File: src/logic/asid_defs.sv
package asid_pkg;
    typedef enum logic [4:0] {
        op_illegal,
        op_subtract,
        difference_with_borrow_op,
        unpacked_decimal_add_fix,
        packed_decimal_add_fix,
        unpacked_decimal_minus_fix,
        packed_decimal_minus_fix,
        product_unsigned_op,
        product_signed_op,
        product_signed_imm_op,
        quotient_unsigned_op,
        quotient_signed_op,
        unpacked_decimal_product_fix,
        unpacked_decimal_quotient_prep,
        byte_to_word_extend,
        word_to_doubleword_extend,
        shift_by_one_op,
        shift_by_count_low_op,
        shift_by_imm_op
    } asid_op_t;

    // opcode patterns, the 6- and 7-bit ones compared on the upper bits
    localparam logic [5:0] OPC_SUB_RM = 6'h0a;
    localparam logic [5:0] OPC_BRW_RM = 6'h06;
    localparam logic [5:0] OPC_GRP_IMM = 6'h20;
    localparam logic [6:0] OPC_SUB_ACC = 7'h16;
    localparam logic [6:0] OPC_BRW_ACC = 7'h0e;
    localparam logic [7:0] OPC_UNP_ADD_FIX = 8'h37;
    localparam logic [7:0] OPC_PKD_ADD_FIX = 8'h27;
    localparam logic [7:0] OPC_UNP_MINUS_FIX = 8'h3f;
    localparam logic [7:0] OPC_PKD_MINUS_FIX = 8'h2f;
    localparam logic [6:0] OPC_GRP_MULDIV = 7'h7b;
    localparam logic [5:0] OPC_PRD_IMM = 6'h1a;
    localparam logic [7:0] OPC_PRODUCT_FIX = 8'hd4;
    localparam logic [7:0] OPC_QUOTIENT_PREP = 8'hd5;
    localparam logic [7:0] OPC_ADJ_BASE = 8'h0a;
    localparam logic [7:0] OPC_BYTE_EXTEND = 8'h98;
    localparam logic [7:0] OPC_WORD_EXTEND = 8'h99;
    localparam logic [6:0] OPC_SHIFT_ONE = 7'h68;
    localparam logic [6:0] OPC_SHIFT_CNT = 7'h69;
    localparam logic [6:0] OPC_SHIFT_IMM = 7'h60;

    // modrm reg, mod and rm field selectors, and the imm s/w bits
    localparam logic [2:0] REG_SUB = 3'h5;
    localparam logic [2:0] REG_BRW = 3'h3;
    localparam logic [2:0] REG_PRD_U = 3'h4;
    localparam logic [2:0] REG_PRD_S = 3'h5;
    localparam logic [2:0] REG_DIV = 3'h6;
    localparam logic [2:0] REG_QUO_S = 3'h7;
    localparam logic [1:0] MOD_REGISTER = 2'h3;
    localparam logic [1:0] MOD_NO_DISP = 2'h0;
    localparam logic [1:0] MOD_DISP8 = 2'h1;
    localparam logic [2:0] RM_DIRECT = 3'h6;
    localparam logic [1:0] SW_WORD_IMM = 2'h1;

    // execution clock counts
    localparam int CYC_W = 9;
    localparam logic [8:0] CLK_ALU_REG = 9'h002;
    localparam logic [8:0] CLK_ALU_IMM = 9'h003;
    localparam logic [8:0] CLK_ALU_MEM = 9'h007;
    localparam logic [8:0] CLK_ADJUST = 9'h003;
    localparam logic [8:0] CLK_PRD_RB = 9'h00d;
    localparam logic [8:0] CLK_PRD_RW = 9'h015;
    localparam logic [8:0] CLK_PRD_MB = 9'h010;
    localparam logic [8:0] CLK_PRD_MW = 9'h018;
    localparam logic [8:0] CLK_MULI_REG = 9'h015;
    localparam logic [8:0] CLK_MULI_MEM = 9'h018;
    localparam logic [8:0] CLK_DIV_RB = 9'h00e;
    localparam logic [8:0] CLK_DIV_RW = 9'h016;
    localparam logic [8:0] CLK_DIV_MB = 9'h011;
    localparam logic [8:0] CLK_DIV_MW = 9'h019;
    localparam logic [8:0] CLK_QUOS_RB = 9'h011;
    localparam logic [8:0] CLK_QUOS_RW = 9'h019;
    localparam logic [8:0] CLK_QUOS_MB = 9'h014;
    localparam logic [8:0] CLK_QUOS_MW = 9'h01c;
    localparam logic [8:0] CLK_PRODUCT_FIX = 9'h010;
    localparam logic [8:0] CLK_QUOTIENT_PREP = 9'h00e;
    localparam logic [8:0] CLK_EXTEND = 9'h002;
    localparam logic [8:0] CLK_SHIFT1_REG = 9'h002;
    localparam logic [8:0] CLK_SHIFT1_MEM = 9'h007;
    localparam logic [8:0] CLK_SHIFTN_REG = 9'h005;
    localparam logic [8:0] CLK_SHIFTN_MEM = 9'h008;
endpackage

`timescale 1ns/10ps
`default_nettype none

module asid_cycle_calc (
    input wire asid_pkg::asid_op_t op,
    input wire logic memory,
    input wire logic word,
    input wire logic with_imm,
    input wire logic [7:0] count_n,
    output logic [asid_pkg::CYC_W-1:0] cycles
);
    always_comb begin
        unique case (op)
            asid_pkg::op_subtract, asid_pkg::difference_with_borrow_op: begin
                if (memory) begin
                    cycles = asid_pkg::CLK_ALU_MEM;
                end else if (with_imm) begin
                    cycles = asid_pkg::CLK_ALU_IMM;
                end else begin
                    cycles = asid_pkg::CLK_ALU_REG;
                end
            end
            asid_pkg::unpacked_decimal_add_fix, asid_pkg::packed_decimal_add_fix,
            asid_pkg::unpacked_decimal_minus_fix, asid_pkg::packed_decimal_minus_fix: begin
                cycles = asid_pkg::CLK_ADJUST;
            end
            asid_pkg::product_unsigned_op, asid_pkg::product_signed_op: begin
                if (memory) begin
                    cycles = word ? asid_pkg::CLK_PRD_MW : asid_pkg::CLK_PRD_MB;
                end else begin
                    cycles = word ? asid_pkg::CLK_PRD_RW : asid_pkg::CLK_PRD_RB;
                end
            end
            asid_pkg::product_signed_imm_op: begin
                cycles = memory ? asid_pkg::CLK_MULI_MEM : asid_pkg::CLK_MULI_REG;
            end
            asid_pkg::quotient_unsigned_op: begin
                if (memory) begin
                    cycles = word ? asid_pkg::CLK_DIV_MW : asid_pkg::CLK_DIV_MB;
                end else begin
                    cycles = word ? asid_pkg::CLK_DIV_RW : asid_pkg::CLK_DIV_RB;
                end
            end
            asid_pkg::quotient_signed_op: begin
                if (memory) begin
                    cycles = word ? asid_pkg::CLK_QUOS_MW : asid_pkg::CLK_QUOS_MB;
                end else begin
                    cycles = word ? asid_pkg::CLK_QUOS_RW : asid_pkg::CLK_QUOS_RB;
                end
            end
            asid_pkg::unpacked_decimal_product_fix: cycles = asid_pkg::CLK_PRODUCT_FIX;
            asid_pkg::unpacked_decimal_quotient_prep: begin
                cycles = asid_pkg::CLK_QUOTIENT_PREP;
            end
            asid_pkg::byte_to_word_extend, asid_pkg::word_to_doubleword_extend: begin
                cycles = asid_pkg::CLK_EXTEND;
            end
            asid_pkg::shift_by_one_op: begin
                cycles = memory ? asid_pkg::CLK_SHIFT1_MEM : asid_pkg::CLK_SHIFT1_REG;
            end
            asid_pkg::shift_by_count_low_op, asid_pkg::shift_by_imm_op: begin
                cycles = (memory ? asid_pkg::CLK_SHIFTN_MEM : asid_pkg::CLK_SHIFTN_REG)
                    + {1'b0, count_n};
            end
            asid_pkg::op_illegal: cycles = '0;
            default: cycles = '0;
        endcase
    end
endmodule

`default_nettype wire
File: src/logic/asid_decoder.sv
`timescale 1ns/10ps
`default_nettype none

module asid_decoder (
    input wire logic clk,
    input wire logic srst,
    input wire logic fetch_valid,
    input wire logic [7:0] fetch_byte,
    output logic fetch_ready,
    input wire logic [7:0] count_low_register,
    input wire logic exec_ready,
    output logic decode_valid,
    output asid_pkg::asid_op_t decode_op,
    output logic decode_word,
    output logic decode_reg_is_dest,
    output logic decode_memory,
    output logic [1:0] decode_mod,
    output logic [2:0] decode_reg,
    output logic [2:0] decode_rm,
    output logic [2:0] shift_kind_field,
    output logic [15:0] decode_disp,
    output logic [15:0] decode_imm,
    output logic [asid_pkg::CYC_W-1:0] decode_clocks
);
    typedef enum {
        st_opcode,
        st_modrm,
        st_disp_lo,
        st_disp_hi,
        st_imm_lo,
        st_imm_hi,
        st_second,
        st_cost,
        st_done
    } asid_state_t;

    asid_state_t state;
    asid_state_t next_state;
    asid_pkg::asid_op_t op;
    asid_pkg::asid_op_t first_op;
    asid_pkg::asid_op_t modrm_op;
    logic [7:0] opcode;
    logic [7:0] modrm;
    logic [15:0] disp;
    logic [15:0] imm;
    logic has_modrm;
    logic [1:0] imm_count;
    logic [1:0] disp_count;
    logic [1:0] disp_count_q;
    logic first_modrm;
    logic first_second;
    logic [1:0] first_imm;
    logic take;
    logic rm_form;
    logic mem_now;
    logic [7:0] count_n;
    logic [asid_pkg::CYC_W-1:0] cycles;

    assign take = fetch_valid && fetch_ready;
    assign decode_valid = (state == st_done);

    always_comb begin
        unique case (state)
            st_opcode, st_modrm, st_disp_lo, st_disp_hi, st_imm_lo, st_imm_hi,
            st_second: fetch_ready = 1'b1;
            st_cost, st_done: fetch_ready = 1'b0;
        endcase
    end

    // classify the first byte
    always_comb begin
        first_op = asid_pkg::op_illegal;
        first_modrm = 1'b0;
        first_second = 1'b0;
        first_imm = 2'd0;
        if (fetch_byte[7:2] == asid_pkg::OPC_SUB_RM) begin
            first_op = asid_pkg::op_subtract;
            first_modrm = 1'b1;
        end else if (fetch_byte[7:2] == asid_pkg::OPC_BRW_RM) begin
            first_op = asid_pkg::difference_with_borrow_op;
            first_modrm = 1'b1;
        end else if (fetch_byte[7:2] == asid_pkg::OPC_GRP_IMM) begin
            first_modrm = 1'b1;
            first_imm = (fetch_byte[1:0] == asid_pkg::SW_WORD_IMM) ? 2'd2 : 2'd1;
        end else if (fetch_byte[7:1] == asid_pkg::OPC_SUB_ACC) begin
            first_op = asid_pkg::op_subtract;
            first_imm = fetch_byte[0] ? 2'd2 : 2'd1;
        end else if (fetch_byte[7:1] == asid_pkg::OPC_BRW_ACC) begin
            first_op = asid_pkg::difference_with_borrow_op;
            first_imm = fetch_byte[0] ? 2'd2 : 2'd1;
        end else if (fetch_byte == asid_pkg::OPC_UNP_ADD_FIX) begin
            first_op = asid_pkg::unpacked_decimal_add_fix;
        end else if (fetch_byte == asid_pkg::OPC_PKD_ADD_FIX) begin
            first_op = asid_pkg::packed_decimal_add_fix;
        end else if (fetch_byte == asid_pkg::OPC_UNP_MINUS_FIX) begin
            first_op = asid_pkg::unpacked_decimal_minus_fix;
        end else if (fetch_byte == asid_pkg::OPC_PKD_MINUS_FIX) begin
            first_op = asid_pkg::packed_decimal_minus_fix;
        end else if (fetch_byte[7:1] == asid_pkg::OPC_GRP_MULDIV) begin
            first_modrm = 1'b1;
        end else if (fetch_byte[7:2] == asid_pkg::OPC_PRD_IMM && fetch_byte[0]) begin
            first_op = asid_pkg::product_signed_imm_op;
            first_modrm = 1'b1;
            first_imm = fetch_byte[1] ? 2'd1 : 2'd2;
        end else if (fetch_byte == asid_pkg::OPC_PRODUCT_FIX) begin
            first_op = asid_pkg::unpacked_decimal_product_fix;
            first_second = 1'b1;
        end else if (fetch_byte == asid_pkg::OPC_QUOTIENT_PREP) begin
            first_op = asid_pkg::unpacked_decimal_quotient_prep;
            first_second = 1'b1;
        end else if (fetch_byte == asid_pkg::OPC_BYTE_EXTEND) begin
            first_op = asid_pkg::byte_to_word_extend;
        end else if (fetch_byte == asid_pkg::OPC_WORD_EXTEND) begin
            first_op = asid_pkg::word_to_doubleword_extend;
        end else if (fetch_byte[7:1] == asid_pkg::OPC_SHIFT_ONE) begin
            first_op = asid_pkg::shift_by_one_op;
            first_modrm = 1'b1;
        end else if (fetch_byte[7:1] == asid_pkg::OPC_SHIFT_CNT) begin
            first_op = asid_pkg::shift_by_count_low_op;
            first_modrm = 1'b1;
        end else if (fetch_byte[7:1] == asid_pkg::OPC_SHIFT_IMM) begin
            first_op = asid_pkg::shift_by_imm_op;
            first_modrm = 1'b1;
            first_imm = 2'd1;
        end
    end

    // group opcodes resolve on the modrm reg field
    always_comb begin
        modrm_op = op;
        if (opcode[7:2] == asid_pkg::OPC_GRP_IMM) begin
            if (fetch_byte[5:3] == asid_pkg::REG_SUB) begin
                modrm_op = asid_pkg::op_subtract;
            end else if (fetch_byte[5:3] == asid_pkg::REG_BRW) begin
                modrm_op = asid_pkg::difference_with_borrow_op;
            end else begin
                modrm_op = asid_pkg::op_illegal;
            end
        end else if (opcode[7:1] == asid_pkg::OPC_GRP_MULDIV) begin
            unique case (fetch_byte[5:3])
                asid_pkg::REG_PRD_U: modrm_op = asid_pkg::product_unsigned_op;
                asid_pkg::REG_PRD_S: modrm_op = asid_pkg::product_signed_op;
                asid_pkg::REG_DIV: modrm_op = asid_pkg::quotient_unsigned_op;
                asid_pkg::REG_QUO_S: modrm_op = asid_pkg::quotient_signed_op;
                default: modrm_op = asid_pkg::op_illegal;
            endcase
        end
    end

    // displacement length of the incoming modrm byte
    always_comb begin
        if (fetch_byte[7:6] == asid_pkg::MOD_DISP8) begin
            disp_count = 2'd1;
        end else if (fetch_byte[7:6] == asid_pkg::MOD_REGISTER) begin
            disp_count = 2'd0;
        end else if (fetch_byte[7:6] == asid_pkg::MOD_NO_DISP
                && fetch_byte[2:0] != asid_pkg::RM_DIRECT) begin
            disp_count = 2'd0;
        end else begin
            disp_count = 2'd2;
        end
    end

    always_comb begin
        next_state = state;
        unique case (state)
            st_opcode: begin
                if (take) begin
                    if (first_modrm) begin
                        next_state = st_modrm;
                    end else if (first_second) begin
                        next_state = st_second;
                    end else if (first_imm != 2'd0) begin
                        next_state = st_imm_lo;
                    end else begin
                        next_state = st_cost;
                    end
                end
            end
            st_modrm: begin
                if (take) begin
                    if (modrm_op == asid_pkg::op_illegal) begin
                        next_state = st_cost;
                    end else if (disp_count != 2'd0) begin
                        next_state = st_disp_lo;
                    end else if (imm_count != 2'd0) begin
                        next_state = st_imm_lo;
                    end else begin
                        next_state = st_cost;
                    end
                end
            end
            st_disp_lo: begin
                if (take) begin
                    if (disp_count_q == 2'd2) begin
                        next_state = st_disp_hi;
                    end else if (imm_count != 2'd0) begin
                        next_state = st_imm_lo;
                    end else begin
                        next_state = st_cost;
                    end
                end
            end
            st_disp_hi: begin
                if (take) begin
                    next_state = (imm_count != 2'd0) ? st_imm_lo : st_cost;
                end
            end
            st_imm_lo: begin
                if (take) begin
                    next_state = (imm_count == 2'd2) ? st_imm_hi : st_cost;
                end
            end
            st_imm_hi, st_second: begin
                if (take) begin
                    next_state = st_cost;
                end
            end
            st_cost: next_state = st_done;
            st_done: begin
                if (exec_ready) begin
                    next_state = st_opcode;
                end
            end
        endcase
    end

    always_ff @(posedge clk) begin
        if (srst) begin
            state <= st_opcode;
        end else begin
            state <= next_state;
        end
    end

    // instruction byte capture
    always_ff @(posedge clk) begin
        if (srst) begin
            op <= asid_pkg::op_illegal;
            opcode <= 8'h00;
            modrm <= 8'h00;
            disp <= 16'h0000;
            imm <= 16'h0000;
            has_modrm <= 1'b0;
            imm_count <= 2'd0;
            disp_count_q <= 2'd0;
        end else if (take) begin
            unique case (state)
                st_opcode: begin
                    op <= first_op;
                    opcode <= fetch_byte;
                    modrm <= 8'h00;
                    disp <= 16'h0000;
                    imm <= 16'h0000;
                    has_modrm <= first_modrm;
                    imm_count <= first_imm;
                    disp_count_q <= 2'd0;
                end
                st_modrm: begin
                    op <= modrm_op;
                    modrm <= fetch_byte;
                    disp_count_q <= disp_count;
                end
                st_disp_lo: disp <= {{8{fetch_byte[7]}}, fetch_byte};
                st_disp_hi: disp[15:8] <= fetch_byte;
                st_imm_lo: imm <= {8'h00, fetch_byte};
                st_imm_hi: imm[15:8] <= fetch_byte;
                st_second: begin
                    // second byte must be the base ten
                    if (fetch_byte != asid_pkg::OPC_ADJ_BASE) begin
                        op <= asid_pkg::op_illegal;
                    end
                end
                st_cost, st_done: begin
                end
            endcase
        end
    end

    assign mem_now = has_modrm && (modrm[7:6] != asid_pkg::MOD_REGISTER);
    assign rm_form = (opcode[7:2] == asid_pkg::OPC_SUB_RM)
        || (opcode[7:2] == asid_pkg::OPC_BRW_RM);
    // count register sampled as the instruction completes
    assign count_n = (op == asid_pkg::shift_by_imm_op) ? imm[7:0]
        : count_low_register;

    asid_cycle_calc u_cycle_calc (
        .op(op),
        .memory(mem_now),
        .word(opcode[0]),
        .with_imm(imm_count != 2'd0),
        .count_n(count_n),
        .cycles(cycles)
    );

    // result latch, held while the datapath stalls
    always_ff @(posedge clk) begin
        if (srst) begin
            decode_op <= asid_pkg::op_illegal;
            decode_word <= 1'b0;
            decode_reg_is_dest <= 1'b0;
            decode_memory <= 1'b0;
            decode_mod <= 2'h0;
            decode_reg <= 3'h0;
            decode_rm <= 3'h0;
            shift_kind_field <= 3'h0;
            decode_disp <= 16'h0000;
            decode_imm <= 16'h0000;
            decode_clocks <= '0;
        end else if (state == st_cost) begin
            decode_op <= op;
            decode_word <= opcode[0];
            decode_reg_is_dest <= rm_form ? opcode[1]
                : (op == asid_pkg::product_signed_imm_op);
            decode_memory <= mem_now;
            decode_mod <= modrm[7:6];
            decode_reg <= modrm[5:3];
            decode_rm <= modrm[2:0];
            if (op == asid_pkg::shift_by_one_op || op == asid_pkg::shift_by_count_low_op
                    || op == asid_pkg::shift_by_imm_op) begin
                shift_kind_field <= modrm[5:3];
            end else begin
                shift_kind_field <= 3'h0;
            end
            decode_disp <= disp;
            decode_imm <= imm;
            decode_clocks <= cycles;
        end
    end
endmodule

`default_nettype wire

File: config.mk
export PLATFORM = sky130hd
export DESIGN_NAME = asid_decoder
export DESIGN_NICKNAME = d
export VERILOG_FILES = /design/src/logic/asid_defs.sv /design/src/logic/asid_decoder.sv
export SDC_FILE = /design/constraint.sdc
export NUM_CORES = 1
export LEC_CHECK = 0
export ABC_AREA = 1
export BUFFER_PORTS_ARGS = -buffer_cell sky130_fd_sc_hd__buf_2
export CAP_MARGIN = 20
export CORE_MARGIN = 4
export CORE_UTILIZATION = 35
export DETAILED_ROUTE_END_ITERATION = 10
export SKIP_CTS_REPAIR_TIMING = 1
export SLEW_MARGIN = 40
export SYNTH_ARGS = -nofsm -noshare
export SYNTH_HDL_FRONTEND = slang
export SYNTH_SLANG_ARGS = --single-unit
File: constraint.sdc
create_clock -name clk -period 2.9 [get_ports clk]
set_clock_uncertainty 0.15 [all_clocks]
set_input_delay 0.58 -clock clk [delete_from_list [all_inputs] [get_ports clk]]
set_output_delay 0.58 -clock clk [all_outputs]
set_load 0.05 [all_outputs]
==> flow_summary.toml <==
[outcome]
status = "complete, no violations"

[floorplanning]
dieArea_sq_um = 18600
fp.dieH_um = 136
core_sq_um = 16000
die_w_um = 136
rows = 46
boundaryPins = 82
start_util_pct = 36.0

[pwr]
clkPwrFrac_pct = 44.1
vdd_drop_max_v = 0.000428
p_per_area_nw_per_um2 = 681
switchingPower_w = 0.00138
combinationalPowerShare_pct = 16.8
p_int_w = 0.00339
swShare_pct = 28.9
p_seq_share_pct = 39.1
leakage_nw = 3.25

[cells_and_area]
num-nets-final = 944
diodes = 0
areaGrowthSynthToFinish_pct = 21.7
fillerInstances = 1714
drive_gt1_share_pct = 15.7

[detailed_routing]
vias = 5769
vias_per_cell = 5.03
totalWireLength_um = 16500
drc = 0
dr.pass1.iters = 5
post_drt_wl_per_cell_um = 14.4
drt.antenna.violating_nets = 0
drtIter0Drc = 430

[sta]
fin_setup_tns_ns = 0
tightest_slew_ns = 0.652
min_period_ns = 2.63
fin_crit_sh_pct = 90.6
setup_ws_ns = 0.272
setup_viol = 0
fmax_mhz = 380
hold_viol = 0
rsz0062_at_grt = "no"
max-slew-margin-rel_pct = 56.3
drv_slew = 0

[logic_synthesis]
synthCells = 839
synth_edf_count = 0
synth_nets = 864
synth_area_sq_um = 5760
ys_types = 39
synthFlopType = "dfxtp_1"
ys_ff_latch = 122
postSynthAreaPerCell_sq_um = 6.87
ys_warn_count = 0
ys_seq_area_share_pct = 42.4
async_flop_share_pct = 0

[setup_path]
worst_setup_path_end_kind = "register"
worstPathArrival_ns = 2.82
worstSetupPathType = "register to register"
worstPathRequired_ns = 3.10
worst_setup_path_start_kind = "register"
path_max_fanout = 6

[grt]
overflow = 0
antenna_found_initial = 0
gr-usage-all-layers_pct = 18.2
grt_pass1_vias = 5308
grt_pass1_wl_um = 26700
grt_max_degree = 46

[clock_network]
cts_tree = "done"
root_buffer = "clkbuf_16"
clkLatencyLatePin_ns = 0.42
h-tree-depth = 4
clk_pin_slew_ns = 0.05
numCtsBuffers = 17
clock_sinks = 122
clockBufferDepth = 2

[place]
port-buffer-count = 81
dpl.hpwl_um = 11700
gp_congestion = 0.889
place_ws_ns = 0.232

[hold_path]
hold_path_class = "input port to register"

[job]
maxCapViolCount = 0
path summary, 6_finish.rpt:
kind,from,slack [ns],cells after the start,endpoint
min,exec_ready,0.29,4,state[3]$_SDFFE_PP0P_
min reg2reg,decode_reg[2]$_SDFFE_PP0P_,0.31,2,decode_reg[2]$_SDFFE_PP0P_
max reg2reg,op[3]$_SDFFE_PP0P_,0.27,14,decode_clocks[6]$_SDFFE_PP0P_
max,op[3]$_SDFFE_PP0P_,0.27,14,decode_clocks[6]$_SDFFE_PP0P_
Yosys cell counts, types with 2 or more instances:
master	instances	area share (%)
o21ai_1	2	0.17
buf_2	7	0.61
o31ai_1	2	0.26
ha_1	5	1.1
a211oi_1	8	1.0
nand2_2	3	0.33
nor3b_1	2	0.26
mux2_2	2	0.39
o21ai_0	95	8.3
inv_1	70	4.6
a31oi_1	12	1.3
o211ai_1	5	0.65
buf_4	2	0.26
a21oi_1	65	5.6
nor2_2	3	0.33
a22oi_1	8	1.0
o21a_1	2	0.26
nand4_1	10	1.1
nor2_1	150	9.8
nand2_1	151	9.8
clkbuf_1	27	1.8
nand3_1	52	4.5
dfxtp_1	122	42
nor3_1	13	1.1
nor3_4	3	0.85
inv_2	5	0.33
worst max-delay path, stage by stage, from the launching register on:
cell	delay [ns]
dfxtp_1	0.41
nor2_1	0.08
nand2_1	0.13
inv_1	0.10
nand2_2	0.13
mux2_2	0.35
ha_1	0.30
inv_1	0.07
o21ai_0	0.21
nand2_1	0.10
nor2_1	0.12
inv_1	0.07
a21oi_1	0.11
o21ai_0	0.09
a21oi_1	0.12
power by group through the flow:
| stage | registers (W) | clock network [W] | logic [W] |
|---|---|---|---|
| finish | 0.00187 | 0.00211 | 0.000802 |
| global route | 0.00188 | 0.00222 | 0.000908 |
| CTS | 0.00186 | 0.00213 | 0.000797 |
| detailed placement | 0.00190 | 0 | 0.000793 |
| global placement | 0.00190 | 0 | 0.000792 |
| floorplan | 0.00194 | 0 | 0.000530 |
per-stage QoR:
step / util [%] / area [sq um] / std cells / hold WS [ns] / power (W)
2_1_floorplan: - / 5760 / 839 / 0.285 / 0.00247
3_3_place_gp: 40.2 / 6430 / 1116 / 0.297 / 0.00269
3_5_place_dp: 40.2 / 6430 / 1116 / 0.299 / 0.00269
4_1_cts: 43.8 / 7010 / 1148 / 0.294 / 0.00479
5_1_grt: 43.8 / 7010 / 1148 / 0.322 / 0.00501
6_report: 43.8 / 7010 / 1148 / 0.294 / 0.00477
cell usage in the layout, fill, tap and decap left out, drive strengths merged, types with 3 or more instances in the layout:
master	netlist	final
buf	11	99
a22oi	8	8
o21ai	97	97
a31oi	12	12
a211oi	9	9
inv	75	74
clkbuf	27	25
nand3	52	52
ha	5	5
clkinv	1	5
nor3	17	17
bufinv	0	3
nand4	10	10
dfxtp	122	122
nor2	154	154
o211ai	5	5
nand2	155	155
a21oi	65	65
per-layer routing:
layer	global-route usage [%]	share of wire, %	vias to the layer above
li1	-	-	2957
met5	0	0	-
met3	5.63	6.9	13
met2	27.1	43	183
met4	5.38	1.4	0
met1	25.2	48	2616
logic make-up (layout without fill, tap and decap cells):
family / Yosys count / after routing / share of synthesized area [%]
buffers and inverters: 114 / 207 / 7.84
AOI/OAI and AO/OA: 204 / 204 / 19.4
DFF: 122 / 122 / 42.4
adders and majority gates: 5 / 5 / 1.09
and+or+nand+nor: 392 / 392 / 28.9
muxes: 2 / 2 / 0.391
area by class of cell:
class                   count  area, sq um  area share, %
repair buffers             99          553           7.89
clock buffers              25          465           6.64
flip-flops and latches    122         2440           34.8
multi-input cells         603         2880           41.1
clock inverters             7          116           1.66
inverters                  76          285           4.07
well taps                 216          270           3.85
No activity file was read; power rests on OpenSTA's default activity.
